File: src/include/sft_defines.vh
// register map, field positions, reset values and rate constants of the serial port
`ifndef SFT_DEFINES_VH
`define SFT_DEFINES_VH
// byte addresses on the register bus
`define SFT_ADDR_DATA 5'h00
`define SFT_ADDR_STATUS 5'h04
`define SFT_ADDR_CTRL_B 5'h08
`define SFT_ADDR_CTRL_C 5'h0c
`define SFT_ADDR_BAUD 5'h10
// status register bits
`define SFT_ST_RXC 7
`define SFT_ST_TXC 6
`define SFT_ST_TBE 5
`define SFT_ST_FE 4
`define SFT_ST_DBL 1
// control_reg_b bits
`define SFT_CB_RXEN 4
`define SFT_CB_TXEN 3
`define SFT_CB_CSZ2 2
`define SFT_CB_RX9 1
`define SFT_CB_TX9 0
// control_reg_c bits
`define SFT_CC_MASTER 7
`define SFT_CC_SYNC 6
`define SFT_CC_PAR_HI 5
`define SFT_CC_PAR_LO 4
`define SFT_CC_STOP 3
`define SFT_CC_CSZ_HI 2
`define SFT_CC_CSZ_LO 1
`define SFT_CC_POL 0
// reset values
`define SFT_RST_CTRL_C 8'h06
`define SFT_RST_BAUD 12'h000
// oversample ticks per bit, normal and double speed
`define SFT_OS_NORMAL 4'hf
`define SFT_OS_DOUBLE 4'h7
`define SFT_MID_NORMAL 4'h7
`define SFT_MID_DOUBLE 4'h3
// character size code for nine data bits
`define SFT_CSZ_NINE 3'h7
`endif

File: src/core/sft_serial_port.v
// serial port: register slave, rate generation, transmit path and frame receiver
//
// Notes on behaviour
// - all thirty formats: five to nine data bits, parity options, one or two stops
// - start bit first, then data bits least significant first
// - parity bit sits after last data bit, before first stop bit
// - next frame may follow at once, else line idles high
// - one shared format setting for receiver and transmitter
// - format changes mid-frame corrupt traffic; no protection provided
// - receiver checks only first stop bit; frame error when it is zero
// - parity is xor of data bits, inverted for odd parity
// - two-bit parity mode field; one stop select bit
// - transmit enable hands the transmit pin to the port
// - sync master mode with transmitter on takes over the clock pin
// - data port write loads transmit buffer and starts sending
// - buffer moves to shifter when idle or right after last stop bit
// - loaded shifter sends one frame at divisor, double speed or pin rate
// - unused upper data bits are ignored for short characters
// - receive complete flag shows unread data in receive buffer
// - buffer empty flag clears on data write, sets on move to shifter
// - transmit complete sets after frame with nothing waiting; write one clears
`timescale 1ns/10ps
`default_nettype none
`include "sft_defines.vh"
module sft_serial_port (
  input wire clk,
  input wire reset,
  input wire [4:0] avs_address,
  input wire avs_read,
  input wire avs_write,
  input wire [31:0] avs_writedata,
  input wire [3:0] avs_byteenable,
  output reg [31:0] avs_readdata,
  output reg avs_waitrequest,
  output wire txd_out,
  output reg txd_oe,
  input wire rxd_in,
  input wire sync_clock_pin_in,
  output reg sync_clock_pin_out,
  output reg sync_clock_pin_oe
);
  // size code to data bit count; reserved codes fall back to eight
  function [3:0] data_bits_of;
    input [2:0] code;
    begin
      case (code)
        3'h0: data_bits_of = 4'h5;
        3'h1: data_bits_of = 4'h6;
        3'h2: data_bits_of = 4'h7;
        `SFT_CSZ_NINE: data_bits_of = 4'h9;
        default: data_bits_of = 4'h8;
      endcase
    end
  endfunction

  // reset image of control_reg_c, sliced per field so widths stay exact
  localparam [7:0] rst_ctrl_c = `SFT_RST_CTRL_C;

  // software-visible settings
  reg [2:0] char_size_sel;
  reg [1:0] parity_mode_sel;
  reg stop_bits_sel;
  reg transmit_enable_bit;
  reg rx_enable;
  reg tx_ninth_bit;
  reg double_speed_bit;
  reg sync_mode;
  reg sync_master;
  reg clock_pol;
  reg [11:0] baud_divisor;
  // transmit side state
  reg [8:0] tx_buffer;
  reg tx_buffer_empty_flag;
  reg tx_complete_flag;
  // receive side state
  reg [8:0] rx_buffer;
  reg rx_complete_flag;
  reg frame_error_flag;
  reg rx_busy;
  reg [3:0] rx_idx;
  reg [3:0] rx_os;
  reg [8:0] rx_shift;
  // rate generation
  reg [11:0] baud_cnt;
  reg os_tick;
  reg [3:0] tx_pre;
  // pin synchronisers
  reg rxd_s1;
  reg rxd_s2;
  reg xck_s1;
  reg xck_s2;
  reg xck_s3;

  wire [3:0] n_bits, os_last, os_mid, par_idx, stop_idx;
  wire bus_req, bus_take, wr_data, rd_data;
  wire wr_status, wr_ctrl_b, wr_ctrl_c, wr_baud;
  wire xck_rise, xck_fall, sync_change, sync_sample;
  wire tx_tick, rx_sample, tx_ready, tx_busy, tx_done, tx_move;

  // one format drives both directions
  assign n_bits = data_bits_of(char_size_sel);
  assign os_last = double_speed_bit ? `SFT_OS_DOUBLE : `SFT_OS_NORMAL;
  assign os_mid = double_speed_bit ? `SFT_MID_DOUBLE : `SFT_MID_NORMAL;

  // bus decode; an access takes effect on the edge where waitrequest is low
  assign bus_req = avs_read | avs_write;
  assign bus_take = bus_req & ~avs_waitrequest;
  assign wr_data = bus_take & avs_write & avs_byteenable[0] &
    (avs_address == `SFT_ADDR_DATA);
  assign rd_data = bus_take & avs_read & (avs_address == `SFT_ADDR_DATA);
  assign wr_status = bus_take & avs_write & avs_byteenable[0] &
    (avs_address == `SFT_ADDR_STATUS);
  assign wr_ctrl_b = bus_take & avs_write & avs_byteenable[0] &
    (avs_address == `SFT_ADDR_CTRL_B);
  assign wr_ctrl_c = bus_take & avs_write & avs_byteenable[0] &
    (avs_address == `SFT_ADDR_CTRL_C);
  assign wr_baud = bus_take & avs_write & (avs_address == `SFT_ADDR_BAUD);

  // one wait state per access, so every answer comes from registers
  always @(posedge clk) begin
    if (reset) begin
      avs_waitrequest <= 1'b1;
    end else if (bus_req && avs_waitrequest) begin
      avs_waitrequest <= 1'b0;
    end else begin
      avs_waitrequest <= 1'b1;
    end
  end

  // read data captured as waitrequest drops; unmapped reads give zero
  always @(posedge clk) begin
    if (reset) begin
      avs_readdata <= 32'h0000_0000;
    end else if (avs_read && avs_waitrequest) begin
      case (avs_address)
        `SFT_ADDR_DATA: avs_readdata <= {24'h0, rx_buffer[7:0]};
        `SFT_ADDR_STATUS: avs_readdata <= {24'h0, rx_complete_flag, tx_complete_flag,
          tx_buffer_empty_flag, frame_error_flag, 2'h0, double_speed_bit, 1'b0};
        `SFT_ADDR_CTRL_B: avs_readdata <= {27'h0, rx_enable, transmit_enable_bit,
          char_size_sel[2], rx_buffer[8], tx_ninth_bit};
        `SFT_ADDR_CTRL_C: avs_readdata <= {24'h0, sync_master, sync_mode,
          parity_mode_sel, stop_bits_sel, char_size_sel[1:0], clock_pol};
        `SFT_ADDR_BAUD: avs_readdata <= {20'h0, baud_divisor};
        default: avs_readdata <= 32'h0000_0000;
      endcase
    end
  end

  // control fields; changing format mid-frame is not guarded against
  always @(posedge clk) begin
    if (reset) begin
      char_size_sel <= {1'b0, rst_ctrl_c[`SFT_CC_CSZ_HI:`SFT_CC_CSZ_LO]};
      parity_mode_sel <= 2'h0;
      stop_bits_sel <= 1'b0;
      transmit_enable_bit <= 1'b0;
      rx_enable <= 1'b0;
      tx_ninth_bit <= 1'b0;
      double_speed_bit <= 1'b0;
      sync_mode <= 1'b0;
      sync_master <= 1'b0;
      clock_pol <= 1'b0;
      baud_divisor <= `SFT_RST_BAUD;
    end else begin
      if (wr_status) begin
        double_speed_bit <= avs_writedata[`SFT_ST_DBL];
      end
      if (wr_ctrl_b) begin
        rx_enable <= avs_writedata[`SFT_CB_RXEN];
        transmit_enable_bit <= avs_writedata[`SFT_CB_TXEN];
        char_size_sel[2] <= avs_writedata[`SFT_CB_CSZ2];
        tx_ninth_bit <= avs_writedata[`SFT_CB_TX9];
      end
      if (wr_ctrl_c) begin
        sync_master <= avs_writedata[`SFT_CC_MASTER];
        sync_mode <= avs_writedata[`SFT_CC_SYNC];
        parity_mode_sel <= avs_writedata[`SFT_CC_PAR_HI:`SFT_CC_PAR_LO];
        stop_bits_sel <= avs_writedata[`SFT_CC_STOP];
        char_size_sel[1:0] <= avs_writedata[`SFT_CC_CSZ_HI:`SFT_CC_CSZ_LO];
        clock_pol <= avs_writedata[`SFT_CC_POL];
      end
      if (wr_baud && avs_byteenable[0]) begin
        baud_divisor[7:0] <= avs_writedata[7:0];
      end
      if (wr_baud && avs_byteenable[1]) begin
        baud_divisor[11:8] <= avs_writedata[11:8];
      end
    end
  end

  // baud down-counter, reloaded at zero and on a divisor write
  always @(posedge clk) begin
    if (reset) begin
      baud_cnt <= `SFT_RST_BAUD;
      os_tick <= 1'b0;
    end else if (wr_baud) begin
      baud_cnt <= baud_divisor;
      os_tick <= 1'b0;
    end else if (baud_cnt == 12'h000) begin
      baud_cnt <= baud_divisor;
      os_tick <= 1'b1;
    end else begin
      baud_cnt <= baud_cnt - 12'h001;
      os_tick <= 1'b0;
    end
  end

  // transmit prescaler: sixteen or eight oversample ticks per bit
  always @(posedge clk) begin
    if (reset) begin
      tx_pre <= 4'h0;
    end else if (os_tick) begin
      tx_pre <= (tx_pre >= os_last) ? 4'h0 : tx_pre + 4'h1;
    end
  end

  // pin synchronisers; rxd is read from the second stage, the clock pin from the second and third
  always @(posedge clk) begin
    if (reset) begin
      rxd_s1 <= 1'b1;
      rxd_s2 <= 1'b1;
      xck_s1 <= 1'b0;
      xck_s2 <= 1'b0;
      xck_s3 <= 1'b0;
    end else begin
      rxd_s1 <= rxd_in;
      rxd_s2 <= rxd_s1;
      xck_s1 <= sync_clock_pin_in;
      xck_s2 <= xck_s1;
      xck_s3 <= xck_s2;
    end
  end

  // master clock toggles per oversample tick; pin driven only with tx on
  always @(posedge clk) begin
    if (reset) begin
      sync_clock_pin_out <= 1'b0;
      sync_clock_pin_oe <= 1'b0;
    end else begin
      sync_clock_pin_oe <= sync_mode & sync_master & txd_oe;
      if (!(sync_mode && sync_master)) begin
        sync_clock_pin_out <= clock_pol;
      end else if (os_tick) begin
        sync_clock_pin_out <= ~sync_clock_pin_out;
      end
    end
  end

  // data changes on one clock edge and is sampled on the other
  assign xck_rise = xck_s2 & ~xck_s3;
  assign xck_fall = ~xck_s2 & xck_s3;
  assign sync_change = sync_master ? (os_tick & (sync_clock_pin_out == clock_pol)) :
    (clock_pol ? xck_fall : xck_rise);
  assign sync_sample = sync_master ? (os_tick & (sync_clock_pin_out != clock_pol)) :
    (clock_pol ? xck_rise : xck_fall);
  assign tx_tick = sync_mode ? sync_change : (os_tick & (tx_pre == os_last));
  assign rx_sample = sync_mode ? sync_sample : (os_tick & (rx_os == os_mid));

  // buffer empties into the shifter whenever the shifter can take it and txd_oe is set
  assign tx_move = ~tx_buffer_empty_flag & tx_ready & txd_oe;

  sft_tx_shift u_shift (
    .clk(clk),
    .reset(reset),
    .bit_tick(tx_tick),
    .load(tx_move),
    .load_data(tx_buffer),
    .data_bits(n_bits),
    .parity_mode(parity_mode_sel),
    .two_stop(stop_bits_sel),
    .ready(tx_ready),
    .busy(tx_busy),
    .ser_out(txd_out),
    .frame_done(tx_done)
  );

  // pin stays with the port until pending and ongoing frames are out
  always @(posedge clk) begin
    if (reset) begin
      txd_oe <= 1'b0;
    end else begin
      txd_oe <= transmit_enable_bit | (txd_oe & (tx_busy | ~tx_buffer_empty_flag));
    end
  end

  // transmit buffer and its flags; a write in the move cycle keeps the new byte
  always @(posedge clk) begin
    if (reset) begin
      tx_buffer <= 9'h000;
      tx_buffer_empty_flag <= 1'b1;
      tx_complete_flag <= 1'b0;
    end else begin
      if (wr_data) begin
        tx_buffer <= {tx_ninth_bit, avs_writedata[7:0]};
        tx_buffer_empty_flag <= 1'b0;
      end else if (tx_move) begin
        tx_buffer_empty_flag <= 1'b1;
      end
      // set wins over a write-one clear in the same cycle
      if (tx_done) begin
        tx_complete_flag <= 1'b1;
      end else if (wr_status && avs_writedata[`SFT_ST_TXC]) begin
        tx_complete_flag <= 1'b0;
      end
    end
  end

  assign par_idx = n_bits + 4'h1;
  assign stop_idx = n_bits + 4'h1 + {3'h0, parity_mode_sel[1]};

  // frame receiver: start, data, optional parity, first stop only
  always @(posedge clk) begin
    if (reset) begin
      rx_busy <= 1'b0;
      rx_idx <= 4'h0;
      rx_os <= 4'h0;
      rx_shift <= 9'h000;
      rx_buffer <= 9'h000;
      rx_complete_flag <= 1'b0;
      frame_error_flag <= 1'b0;
    end else begin
      if (os_tick) begin
        rx_os <= (rx_os >= os_last) ? 4'h0 : rx_os + 4'h1;
      end
      if (rd_data || !rx_enable) begin
        rx_complete_flag <= 1'b0;
      end
      if (!rx_enable) begin
        rx_busy <= 1'b0;
      end else if (!rx_busy) begin
        if (!sync_mode && !rxd_s2) begin
          rx_busy <= 1'b1;
          rx_idx <= 4'h0;
          rx_os <= 4'h0;
        end else if (sync_mode && sync_sample && !rxd_s2) begin
          rx_busy <= 1'b1;
          rx_idx <= 4'h1;
        end
      end else if (rx_sample) begin
        rx_idx <= rx_idx + 4'h1;
        if (rx_idx == 4'h0) begin
          rx_busy <= ~rxd_s2;
        end else if (rx_idx <= n_bits) begin
          rx_shift <= {rxd_s2, rx_shift[8:1]};
        end else if (rx_idx == stop_idx) begin
          // second stop bit is never looked at
          rx_busy <= 1'b0;
          rx_buffer <= rx_shift >> (4'h9 - n_bits);
          frame_error_flag <= ~rxd_s2;
          rx_complete_flag <= 1'b1;
        end else if (rx_idx != par_idx) begin
          rx_busy <= 1'b0;
        end
      end
    end
  end
endmodule
`default_nettype wire

File: src/core/sft_tx_shift.v
// transmit shift register: builds and sends one serial frame
`timescale 1ns/10ps
`default_nettype none
module sft_tx_shift (
  input wire clk,
  input wire reset,
  input wire bit_tick,
  input wire load,
  input wire [8:0] load_data,
  input wire [3:0] data_bits,
  input wire [1:0] parity_mode,
  input wire two_stop,
  output wire ready,
  output reg busy,
  output reg ser_out,
  output reg frame_done
);
  reg [12:0] shreg;
  reg [3:0] cnt;
  reg [12:0] frame;
  reg [3:0] nbits;
  reg par;
  integer i;

  // frame image, lsb goes out first; unused upper data bits never enter it
  always @* begin
    frame = 13'h1fff;
    par = parity_mode[0];
    frame[0] = 1'b0;
    for (i = 0; i < 9; i = i + 1) begin
      if (i < data_bits) begin
        frame[i + 1] = load_data[i];
        par = par ^ load_data[i];
      end
    end
    if (parity_mode[1]) begin
      frame[data_bits + 4'h1] = par;
    end
    nbits = data_bits + 4'h2 + {3'h0, parity_mode[1]} + {3'h0, two_stop};
  end

  // a load on the tick that ends the last stop bit starts the next frame at once
  assign ready = !busy || (bit_tick && cnt == 4'h0);

  // one bit per tick; line rests high between frames
  always @(posedge clk) begin
    if (reset) begin
      busy <= 1'b0;
      ser_out <= 1'b1;
      shreg <= 13'h1fff;
      cnt <= 4'h0;
      frame_done <= 1'b0;
    end else begin
      frame_done <= 1'b0;
      if (load) begin
        busy <= 1'b1;
        if (bit_tick) begin
          ser_out <= frame[0];
          shreg <= {1'b1, frame[12:1]};
          cnt <= nbits - 4'h1;
        end else begin
          shreg <= frame;
          cnt <= nbits;
        end
      end else if (busy && bit_tick) begin
        if (cnt != 4'h0) begin
          ser_out <= shreg[0];
          shreg <= {1'b1, shreg[12:1]};
          cnt <= cnt - 4'h1;
        end else begin
          busy <= 1'b0;
          ser_out <= 1'b1;
          frame_done <= 1'b1;
        end
      end
    end
  end
endmodule
`default_nettype wire

File: config.mk
export PLATFORM = sky130hd
export DESIGN_NAME = sft_serial_port
export DESIGN_NICKNAME = d
export VERILOG_FILES = /design/src/core/sft_serial_port.v /design/src/core/sft_tx_shift.v
export VERILOG_INCLUDE_DIRS = /design/src /design/src/include
export SDC_FILE = /design/constraint.sdc
export NUM_CORES = 1
export LEC_CHECK = 0
export BUFFER_PORTS_ARGS = -buffer_cell sky130_fd_sc_hd__buf_2
export CORE_UTILIZATION = 40
export CTS_CLUSTER_SIZE = 28
export DETAILED_ROUTE_END_ITERATION = 8
export GPL_ROUTABILITY_DRIVEN = 0
export MAX_ROUTING_LAYER = met4
export PLACE_DENSITY = 0.66
export SETUP_SLACK_MARGIN = 0.4
export SKIP_LAST_GASP = 1
export SYNTH_ARGS = -nofsm -noshare
export SYNTH_HDL_FRONTEND = slang
export SYNTH_SLANG_ARGS = --single-unit
File: constraint.sdc
create_clock -name clk -period 3.55 [get_ports clk]
set_clock_uncertainty 0.15 [all_clocks]
set_input_delay 0 -clock clk [delete_from_list [all_inputs] [get_ports clk]]
set_output_delay 0 -clock clk [all_outputs]
set_load 0.01 [all_outputs]
; After elaboration in Yosys (flattened, before gate mapping)
; Index checks and enable logic that the tools add are counted.
[totals]
register_bits = 143
elab_cells = 249
inputBits = 47
output_inout_bits = 37
[op_classes]
eq_ne = 17
shifts = 1
reduce_logical = 38
bitwise = 43
mux = 83
n_addsub = 12
n_lt_le_gt_ge = 14
[op_table]
columns = operator, count
row1 = 2-to-1 mux 13 bit, 5
row2 = 2-to-1 mux 4 bit, 15
row3 = one-hot mux 12 bit (5 select lines), 1
row4 = 2-to-1 mux 1 bit, 56
row5 = 2-to-1 mux 12 bit, 2
row6 = AND 1 bit, 21
row7 = "adder 4 x 1 -> 4 bit, second input constant", 4
row8 = "less-than comparator 3 x 4 -> 1 bit, first input constant", 4
row9 = one-hot mux 4 bit (4 select lines), 1
row10 = bitwise mux 13 bit, 1
row11 = adder 4 x 1 -> 4 bit, 3
row12 = logical AND 1 bit, 12
row13 = zero test 12 bit, 1
row14 = "subtractor 12 x 1 -> 12 bit, second input constant", 1
row15 = "equality test 5 x 4 -> 1 bit, second input constant", 2
row16 = NOT 1 bit, 10
row17 = right shift 9 x 4 -> 9 bit, 1
row18 = XOR 1 bit, 9
row19 = equality test 4 bit, 2
row20 = greater-or-equal comparator 4 bit, 2
row21 = zero test 4 bit, 2
row22 = "less-than comparator 1 x 4 -> 1 bit, first input constant", 2
row23 = "less-than comparator 2 x 4 -> 1 bit, first input constant", 2
row24 = nonzero test 2 bit, 4
row25 = other kinds (33), 45

; Logic depth before layout (Yosys ltp)
; Gate-level depths: netlist (run 1).
[depth]
depth_word = 24
mapped_depth = 14
mapped_depth_nobuf = 11

; Cells and area by module
; A second synthesis (run 1) with hierarchy kept.
[unflattened]
cells_unflattened = 921
hier_area_um2 = 7298.2
[by_module_without_submodules]
columns = module, cells_each, area_each_um2, seq_area_each_um2, instances
row1 = sft_serial_port, 682, 5509.0, 2062.0, 1
row2 = sft_tx_shift, 239, 1789.2, 400.4, 1

; Worst setup path before layout (run 1)
; Ideal clock, no wire load.
[synth_timing]
kind = flip-flop to flip-flop
from = register char_size_sel[1]
to = register rx_buffer[8]
path_slack_ps = 381
arrival_time_ps = 2891
n_path_buf = 2
synth_period_minus_slack_ps = 3169
stages_incl_launch_ff = 14
t_required_ps = 3272
setup_time_ps = 128
path_cell_list = dfxtp_1 > buf_2 > xnor2_1 > nor2_2 > inv_1 > ha_1 > inv_1 > ha_1 > xnor2_1 > nand4_1 > nor4b_4 > buf_6 > mux2i_1 > nor2_1
[synth_via]
elab_chain_cells = 6
word_cells_on_any_way = 13
classes_between = add/sub (3) / order compare (1) / eq/ne (4) / shift (1) / mux (1) / bitwise (1) / reduce/logical (2)
[synth_lines]
columns = element, line
row1 = from (decl), sft_serial_port.v:60  ; reg [2:0] char_size_sel;
row2 = from (signal assigned), sft_serial_port.v:152  ; char_size_sel <= {1'b0, rst_ctrl_c[`SFT_CC_CSZ_HI:`SFT_CC_CSZ_LO]};
row3 = from (signal assigned), sft_serial_port.v:178  ; char_size_sel[1:0] <= avs_writedata[`SFT_CC_CSZ_HI:`SFT_CC_CSZ_LO];
row4 = "equality test 3 bit, or another cell as far along", sft_serial_port.v:46  ; case (code)
row5 = one-hot mux 4 bit (4 select lines) *, sft_serial_port.v:46
row6 = adder 4 x 1 -> 4 bit (2 in a row), sft_serial_port.v:308  ; assign stop_idx = n_bits + 4'h1 + {3'h0, parity_mode_sel[1]};
row7 = equality test 4 bit, sft_serial_port.v:344  ; end else if (rx_idx == stop_idx) begin
row8 = AND reduction 6 bit (no source line), --
row9 = to (signal assigned), sft_serial_port.v:347  ; rx_buffer <= rx_shift >> (4'h9 - n_bits);
row10 = to (decl), sft_serial_port.v:76  ; reg [8:0] rx_buffer;
; Mark *: on every way between the ends. The rest lies on a longest branch, timed or not.
; A chain may end at the register's enable or synchronous reset.

; Worst setup path after layout (run 1)
[layout_timing]
from = register char_size_sel[0]
to = register u_shift.shreg[5]
[layout_via]
elab_chain_cells = 24
word_cells_on_any_way = 43
classes_between = add/sub (1) / order compare (11) / eq/ne (3) / mux (18) / bitwise (8) / reduce/logical (2)
[layout_lines]
columns = element, line
row1 = "equality test 3 bit, or another cell as far along", sft_serial_port.v:46
row2 = one-hot mux 4 bit (4 select lines) *, sft_serial_port.v:46
row3 = less-than comparator 1 x 4 -> 1 bit, sft_tx_shift.v:31  ; if (i < data_bits) begin
row4 = 2-to-1 mux 1 bit, sft_tx_shift.v:31
row5 = XOR 1 bit, sft_tx_shift.v:33  ; par = par ^ load_data[i];
row6 = 2-to-1 mux 1 bit, sft_tx_shift.v:31
row7 = XOR 1 bit, sft_tx_shift.v:33
row8 = 2-to-1 mux 1 bit, sft_tx_shift.v:31
row9 = [8 not listed], --
row10 = XOR 1 bit, sft_tx_shift.v:33
row11 = 2-to-1 mux 1 bit, sft_tx_shift.v:31
row12 = XOR 1 bit, sft_tx_shift.v:33
row13 = 2-to-1 mux 1 bit, sft_tx_shift.v:31
row14 = bitwise mux 13 bit, sft_tx_shift.v:37  ; frame[data_bits + 4'h1] = par;
row15 = 2-to-1 mux 13 bit *, sft_tx_shift.v:36  ; if (parity_mode[1]) begin
row16 = 2-to-1 mux 13 bit *, sft_tx_shift.v:57  ; if (bit_tick) begin
row17 = 2-to-1 mux 13 bit *, sft_tx_shift.v:55  ; if (load) begin
row18 = to (signal assigned), sft_tx_shift.v:59  ; shreg <= {1'b1, frame[12:1]};
row19 = to (signal assigned), sft_tx_shift.v:62  ; shreg <= frame;
row20 = to (signal assigned), sft_tx_shift.v:68  ; shreg <= {1'b1, shreg[12:1]};
row21 = to (decl), sft_tx_shift.v:18  ; reg [12:0] shreg;
; Marks and branches as above.

==> flow_metrics.env, run 1 <==
export IMPL_outcome="finished clean"
export IMPL_p_leak_nw=3.05
export IMPL_synth_top_area_share_pct=35.9
export IMPL_crit_slowest_cell="xnor3_2"
export IMPL_rows=47
export IMPL_start_util_pct=41.2
export IMPL_min_period_ns=3.06
export IMPL_coreArea_sq_mm=0.0166
export IMPL_tightest_slew_ns=1.02
export IMPL_diodes=0
export IMPL_cts_tree="yes"
export IMPL_ys_seq_area_share_pct=35.9
export IMPL_dp_cells=1061
export IMPL_setup_ws_ns=0.492
export IMPL_dpl_worst_slack_ns=0.296
export IMPL_cts_root_buf="clkbuf_16"
export IMPL_drv_cap=0
export IMPL_critPathMaxFanout=7
export IMPL_max_freq_ghz=0.327
export IMPL_wirelength_microns=17900
export IMPL_area_growth_syn_to_layout_pct=18.8
export IMPL_grt_pass1_wl_microns=28500
export IMPL_synth_area_sq_mm=0.00686
export IMPL_grt_overflow=0
export IMPL_tns_ns=0
export IMPL_io_buffer_count=41
export IMPL_final_area_sq_mm=0.00815
export IMPL_dieArea_sq_mm=0.0177
export IMPL_dp_hpwl_microns=12300
export IMPL_synthCells=834
export IMPL_antenna_found_initial=0
export IMPL_endpoint_kind="register"
export IMPL_crit_chain="xnor2_4 -> nor2_4 -> clkinvlp_4 -> buf_4 -> ha_1 -> nor2b_1 -> xnor2_1 -> nor2_2 -> xnor3_2 -> a31o_2 -> nand2b_1 -> a41oi_2"
export IMPL_nets=971
export IMPL_hold_class="in -> reg"
export IMPL_drtAntennaViolNets=0
export IMPL_place_area_sq_mm=0.00716
export IMPL_required_ns=3.75
export IMPL_grt_usage_pct=21.1
export IMPL_cts_path_max_buffers=2
export IMPL_min_period_over_period_pct=86.1
export IMPL_final_cells=1131
export IMPL_ys_seq_elements=123
export IMPL_final_setup_viol_count=0
export IMPL_clock_sinks=123
export IMPL_ys_top_cells_by_area="dfxtp_1 36%, a21oi_1 5.6%, nand2_1 5.5%"
export IMPL_drt_pre_antenna_iters=6
export IMPL_ys_types=77
export IMPL_p_per_area_mw_per_mm2=435
export IMPL_maxSlewHeadroom_pct=31.7
export IMPL_worstSetupPathType="reg -> reg"
export IMPL_yosysWarnings=0
export IMPL_rsz0062_at_grt="false"
export IMPL_vias=6165
export IMPL_cpPeakStageDelay_ns=0.46
export IMPL_power_mw=3.54
export IMPL_synth_edf_count=0
export IMPL_async_flop_share_pct=0
export IMPL_post_route_util_pct=49.0
export IMPL_die_y_microns=133
export IMPL_hold_ws_ns=0.0796
export IMPL_wire_per_inst_microns=15.8
export IMPL_vdd_drop_max_v=0.000354
export IMPL_die_w_microns=133
export IMPL_fill_cells=1580
export IMPL_grt_pass1_vias=5589
export IMPL_via_per_inst=5.45
export IMPL_yosys_area_top_type="dfxtp_1"
export IMPL_final_cell_mix="121 x dfxtp_1, 100 x nand2_1, 81 x nor2_1"
export IMPL_drv_slew=0
export IMPL_avgSynthCellArea_sq_um=8.23
export IMPL_clk_pin_slew_ns=0.06
export IMPL_grt_max_degree=97
export IMPL_layout_drive_gt1_share_pct=15.5
export IMPL_cts_max_level=4
export IMPL_hold_viol=0
export IMPL_synth_main_ff_cell="dfxtp_1"
export IMPL_mostFrequentLayoutCell="dfxtp_1"
export IMPL_drtIter0Drc=617
export IMPL_io_pins=84
export IMPL_numCtsBuffers=17
export IMPL_startpoint_type="register"
export IMPL_drc=0
export IMPL_clk_latency_ns=0.43
export IMPL_critical_path_arrival_ns=3.26
-- state kept, by name (all words and copies together), names as in the netlist, 2 cells and up --
name / flops
u_shift.shreg: 13
baud_cnt: 12
rx_os: 4
avs_readdata: 12
u_shift.cnt: 4
baud_divisor: 12
parity_mode_sel: 2
char_size_sel: 3
rx_shift: 9
rx_buffer: 9
tx_pre: 4
tx_buffer: 9
rx_idx: 4
-- cell families after synthesis --
family / synth area share [%]
mux: 5.73
compound gates: 19.1
other cells: 0.0547
simple gates: 22.4
fa+ha+maj: 4.85
buf+inv: 6.67
flops: 35.9
xor+xnor: 5.27
-- cell type report --
type / instances / area, sq um / share of cell area, %
multi-input cells: 641 / 4090 / 50.2
flip-flops and latches: 123 / 2470 / 30.3
repair buffers: 94 / 681 / 8.35
clock buffers: 18 / 439 / 5.39
well taps: 220 / 275 / 3.38
clock inverters: 14 / 111 / 1.37
inverters: 21 / 85.1 / 1.04
-- final timing paths --
path,from,end,slack [ns],depth (start not counted)
min,avs_address[4],baud_divisor[2],0.08,5
min reg2reg,rxd_s1,rxd_s2,0.26,1
max,char_size_sel[0],u_shift.shreg[5],0.49,12
max reg2reg,char_size_sel[0],u_shift.shreg[5],0.49,12
-- worst max-delay path: cells and delay by family, from the launching register on --
kind	cells	cell delay, ns
buffers and inverters	2	0.41
DFF	1	0.37
xor gates and xnor gates	3	0.70
and+or+nand+nor	4	0.64
adders and majority gates	1	0.24
AOI/OAI and AO/OA	2	0.47
-- timing repair --
action,in CTS,in global routing
endpoints found under the hold margin,48,0
setup endpoints to repair,17,16
setup buffers,0,8
hold buffers,28,0
gates resized for setup,3,13
pin swaps,1,9
cloned,0,2
-- routing by layer --
layer / track usage, % / vias to the layer above / wire length, microns / part of all wire (%)
li1: - / 3063 / - / -
met1: 28.6 / 2890 / 8690 / 49
met2: 31.4 / 196 / 8090 / 45
met3: 4.41 / 16 / 917 / 5.1
met4: 6.58 / 0 / 172 / 0.96
met5: - / - / 0 / 0
-- Yosys cell counts (4+ instances only) --
| library cell | n |
|---|---|
| dfxtp_1 | 123 |
| nand2_1 | 100 |
| nor2_1 | 82 |
| a21oi_1 | 77 |
| nand3_1 | 40 |
| clkbuf_1 | 30 |
| o21ai_0 | 30 |
| mux2i_1 | 28 |
| xnor2_1 | 28 |
| ha_1 | 25 |
| buf_4 | 20 |
| inv_1 | 20 |
| nor3_1 | 17 |
| a211oi_1 | 16 |
| nand2b_1 | 13 |
| buf_2 | 10 |
| a31oi_1 | 9 |
| nand4_1 | 9 |
| o211ai_1 | 9 |
| a222oi_1 | 8 |
| and3_1 | 8 |
| nor2b_1 | 8 |
| xor2_1 | 8 |
| and2_1 | 7 |
| o22ai_1 | 6 |
| or2_2 | 6 |
| a22oi_1 | 5 |
| buf_1 | 5 |
| nand3b_1 | 5 |
| buf_6 | 4 |
| mux2_2 | 4 |
| nor4_1 | 4 |
| or3_1 | 4 |
-- power by group --
part / internal [mW] / switching [mW] / total (mW)
sequential: 1.44 / 0.0478 / 1.49
combinational: 0.194 / 0.242 / 0.436
clock: 0.923 / 0.698 / 1.62
total: 2.56 / 0.988 / 3.54
(Power assumes the default switching activity.)
==> run 2: changes to the inputs <==
- CTS_BUF_LIST: unset -> sky130_fd_sc_hd__clkbuf_2
==> flow_metrics.env, run 2 (synthesis results as in run 1) <==
export IMPL_outcome="finished clean"
export IMPL_ff_latch_area_sq_mm=0.00247
export IMPL_min_period_over_period_pct=87.9
export IMPL_numCtsBuffers=17
export IMPL_area_growth_syn_to_layout_pct=18.7
export IMPL_grt_usage_pct=21.8
export IMPL_final_setup_viol_count=0
export IMPL_antenna_found_initial=1
export IMPL_p_per_area_mw_per_mm2=336
export IMPL_clock_sinks=123
export IMPL_hold_class="in -> reg"
export IMPL_die_y_microns=133
export IMPL_dp_hpwl_microns=12300
export IMPL_mostFrequentLayoutCell="dfxtp_1"
export IMPL_final_cell_mix="121 x dfxtp_1, 99 x nand2_1, 81 x nor2_1"
export IMPL_critPathMaxFanout=8
export IMPL_p_leak_nw=3.08
export IMPL_grt_max_degree=97
export IMPL_fill_cells=1596
export IMPL_cts_max_level=4
export IMPL_max_freq_ghz=0.320
export IMPL_nets=1008
export IMPL_setup_ws_ns=0.430
export IMPL_dieArea_sq_mm=0.0177
export IMPL_startpoint_type="primary input"
export IMPL_coreArea_sq_mm=0.0166
export IMPL_drtIter0Drc=606
export IMPL_clk_latency_ns=0.72
export IMPL_multi_input_area_sq_mm=0.00406
export IMPL_cts_root_buf="clkbuf_2"
export IMPL_hold_viol=0
export IMPL_drtAntennaViolNets=0
export IMPL_drv_slew=0
export IMPL_endpoint_kind="register"
export IMPL_clk_pin_slew_ns=0.23
export IMPL_die_w_microns=133
export IMPL_drt_pre_antenna_iters=5
export IMPL_vias=6345
export IMPL_tns_ns=0
export IMPL_cts_tree="yes"
export IMPL_regMostFlops="u_shift.shreg"
export IMPL_maxSlewHeadroom_pct=30.6
export IMPL_grt_pass1_vias=5939
export IMPL_largest_register_ffs=13
export IMPL_r2r_slack_ns=0.56
export IMPL_io_buffer_count=41
export IMPL_drc=0
export IMPL_rsz0062_at_grt="false"
export IMPL_drv_cap=0
export IMPL_required_ns=4.07
export IMPL_tightest_slew_ns=1.04
export IMPL_vdd_drop_max_v=0.000240
export IMPL_grt_pass1_wl_microns=29900
export IMPL_wire_per_inst_microns=15.6
export IMPL_post_route_util_pct=49.0
export IMPL_via_per_inst=5.43
export IMPL_dpl_worst_slack_ns=0.296
export IMPL_worstSetupPathType="in -> reg"
export IMPL_min_period_ns=3.12
export IMPL_io_pins=84
export IMPL_grt_overflow=0
export IMPL_critical_path_arrival_ns=3.64
export IMPL_rows=47
export IMPL_layout_drive_gt1_share_pct=14.5
export IMPL_wirelength_microns=18200
export IMPL_start_util_pct=41.2
export IMPL_cts_path_max_buffers=2
[run 2: final timing paths]
path                                            to             start  cells past startpoint
worst min-delay path                       os_tick         avs_write                      4
worst min register to register              rxd_s2            rxd_s1                      1
worst max-delay path            parity_mode_sel[0]    avs_address[4]                     10
worst max register to register        rx_buffer[7]  char_size_sel[2]                     12
[run 2: layout make-up]
| type | count | area share (%) |
|---|---|---|
| sequential | 123 | 30.3 |
| clock inverter | 15 | 1.41 |
| antenna | 1 | 0.0307 |
| multi-input combinational | 641 | 49.8 |
| inverter | 21 | 1.04 |
| timing repair buffer | 131 | 13.0 |
| clock buffer | 17 | 1.04 |
| tap | 220 | 3.38 |
[run 2: metal layers]
layer / global-route usage [%] / wire [microns]
met1: 29.2 / 8660
met2: 33.3 / 8260
met3: 4.14 / 1080
met4: 6.39 / 247
met5: - / 0
[run 2: timing repair]
item | 4_1_cts | 5_1_grt
hold buffers | 67 | 0
gates resized for setup | 2 | 12
gates cloned | 0 | 1
pin swaps | 1 | 4
setup endpoints to repair | 17 | 29
buffers inserted | 0 | 7
endpoints found under the hold margin | 108 | 0
[run 2: critical path, cell delays in order]
cell	delay [ns]
dlygate4sd3_1	0.53
buf_2	0.13
nor3_1	0.29
dlygate4sd3_1	0.66
and3_2	0.29
and2_2	0.25
dlygate4sd3_1	0.69
nand2_1	0.08
a21oi_1	0.13
dlygate4sd3_1	0.57
[run 2: power breakdown]
part           internal (mW)  total [mW]  leakage (nW)  switching [mW]
clock                  0.195       0.788         0.125           0.593
sequential              1.44        1.49         0.995          0.0484
combinational          0.211       0.463          1.96           0.252
total                   1.85        2.74          3.08           0.893
[run 2: stage by stage]
| step | power, mW | cells | cell area, sq um | hold slack, ns |
|---|---|---|---|---|
| finish | 2.74 | 1169 | 8150 | 0.103 |
| global route | 2.90 | 1169 | 8150 | 0.0130 |
| CTS | 2.76 | 1160 | 8040 | 0.0395 |
| detailed placement | 1.93 | 1061 | 7160 | 0.0394 |
| global placement | 1.92 | 1061 | 7160 | 0.0362 |
| floorplan | 1.85 | 853 | 6940 | -0.0462 |
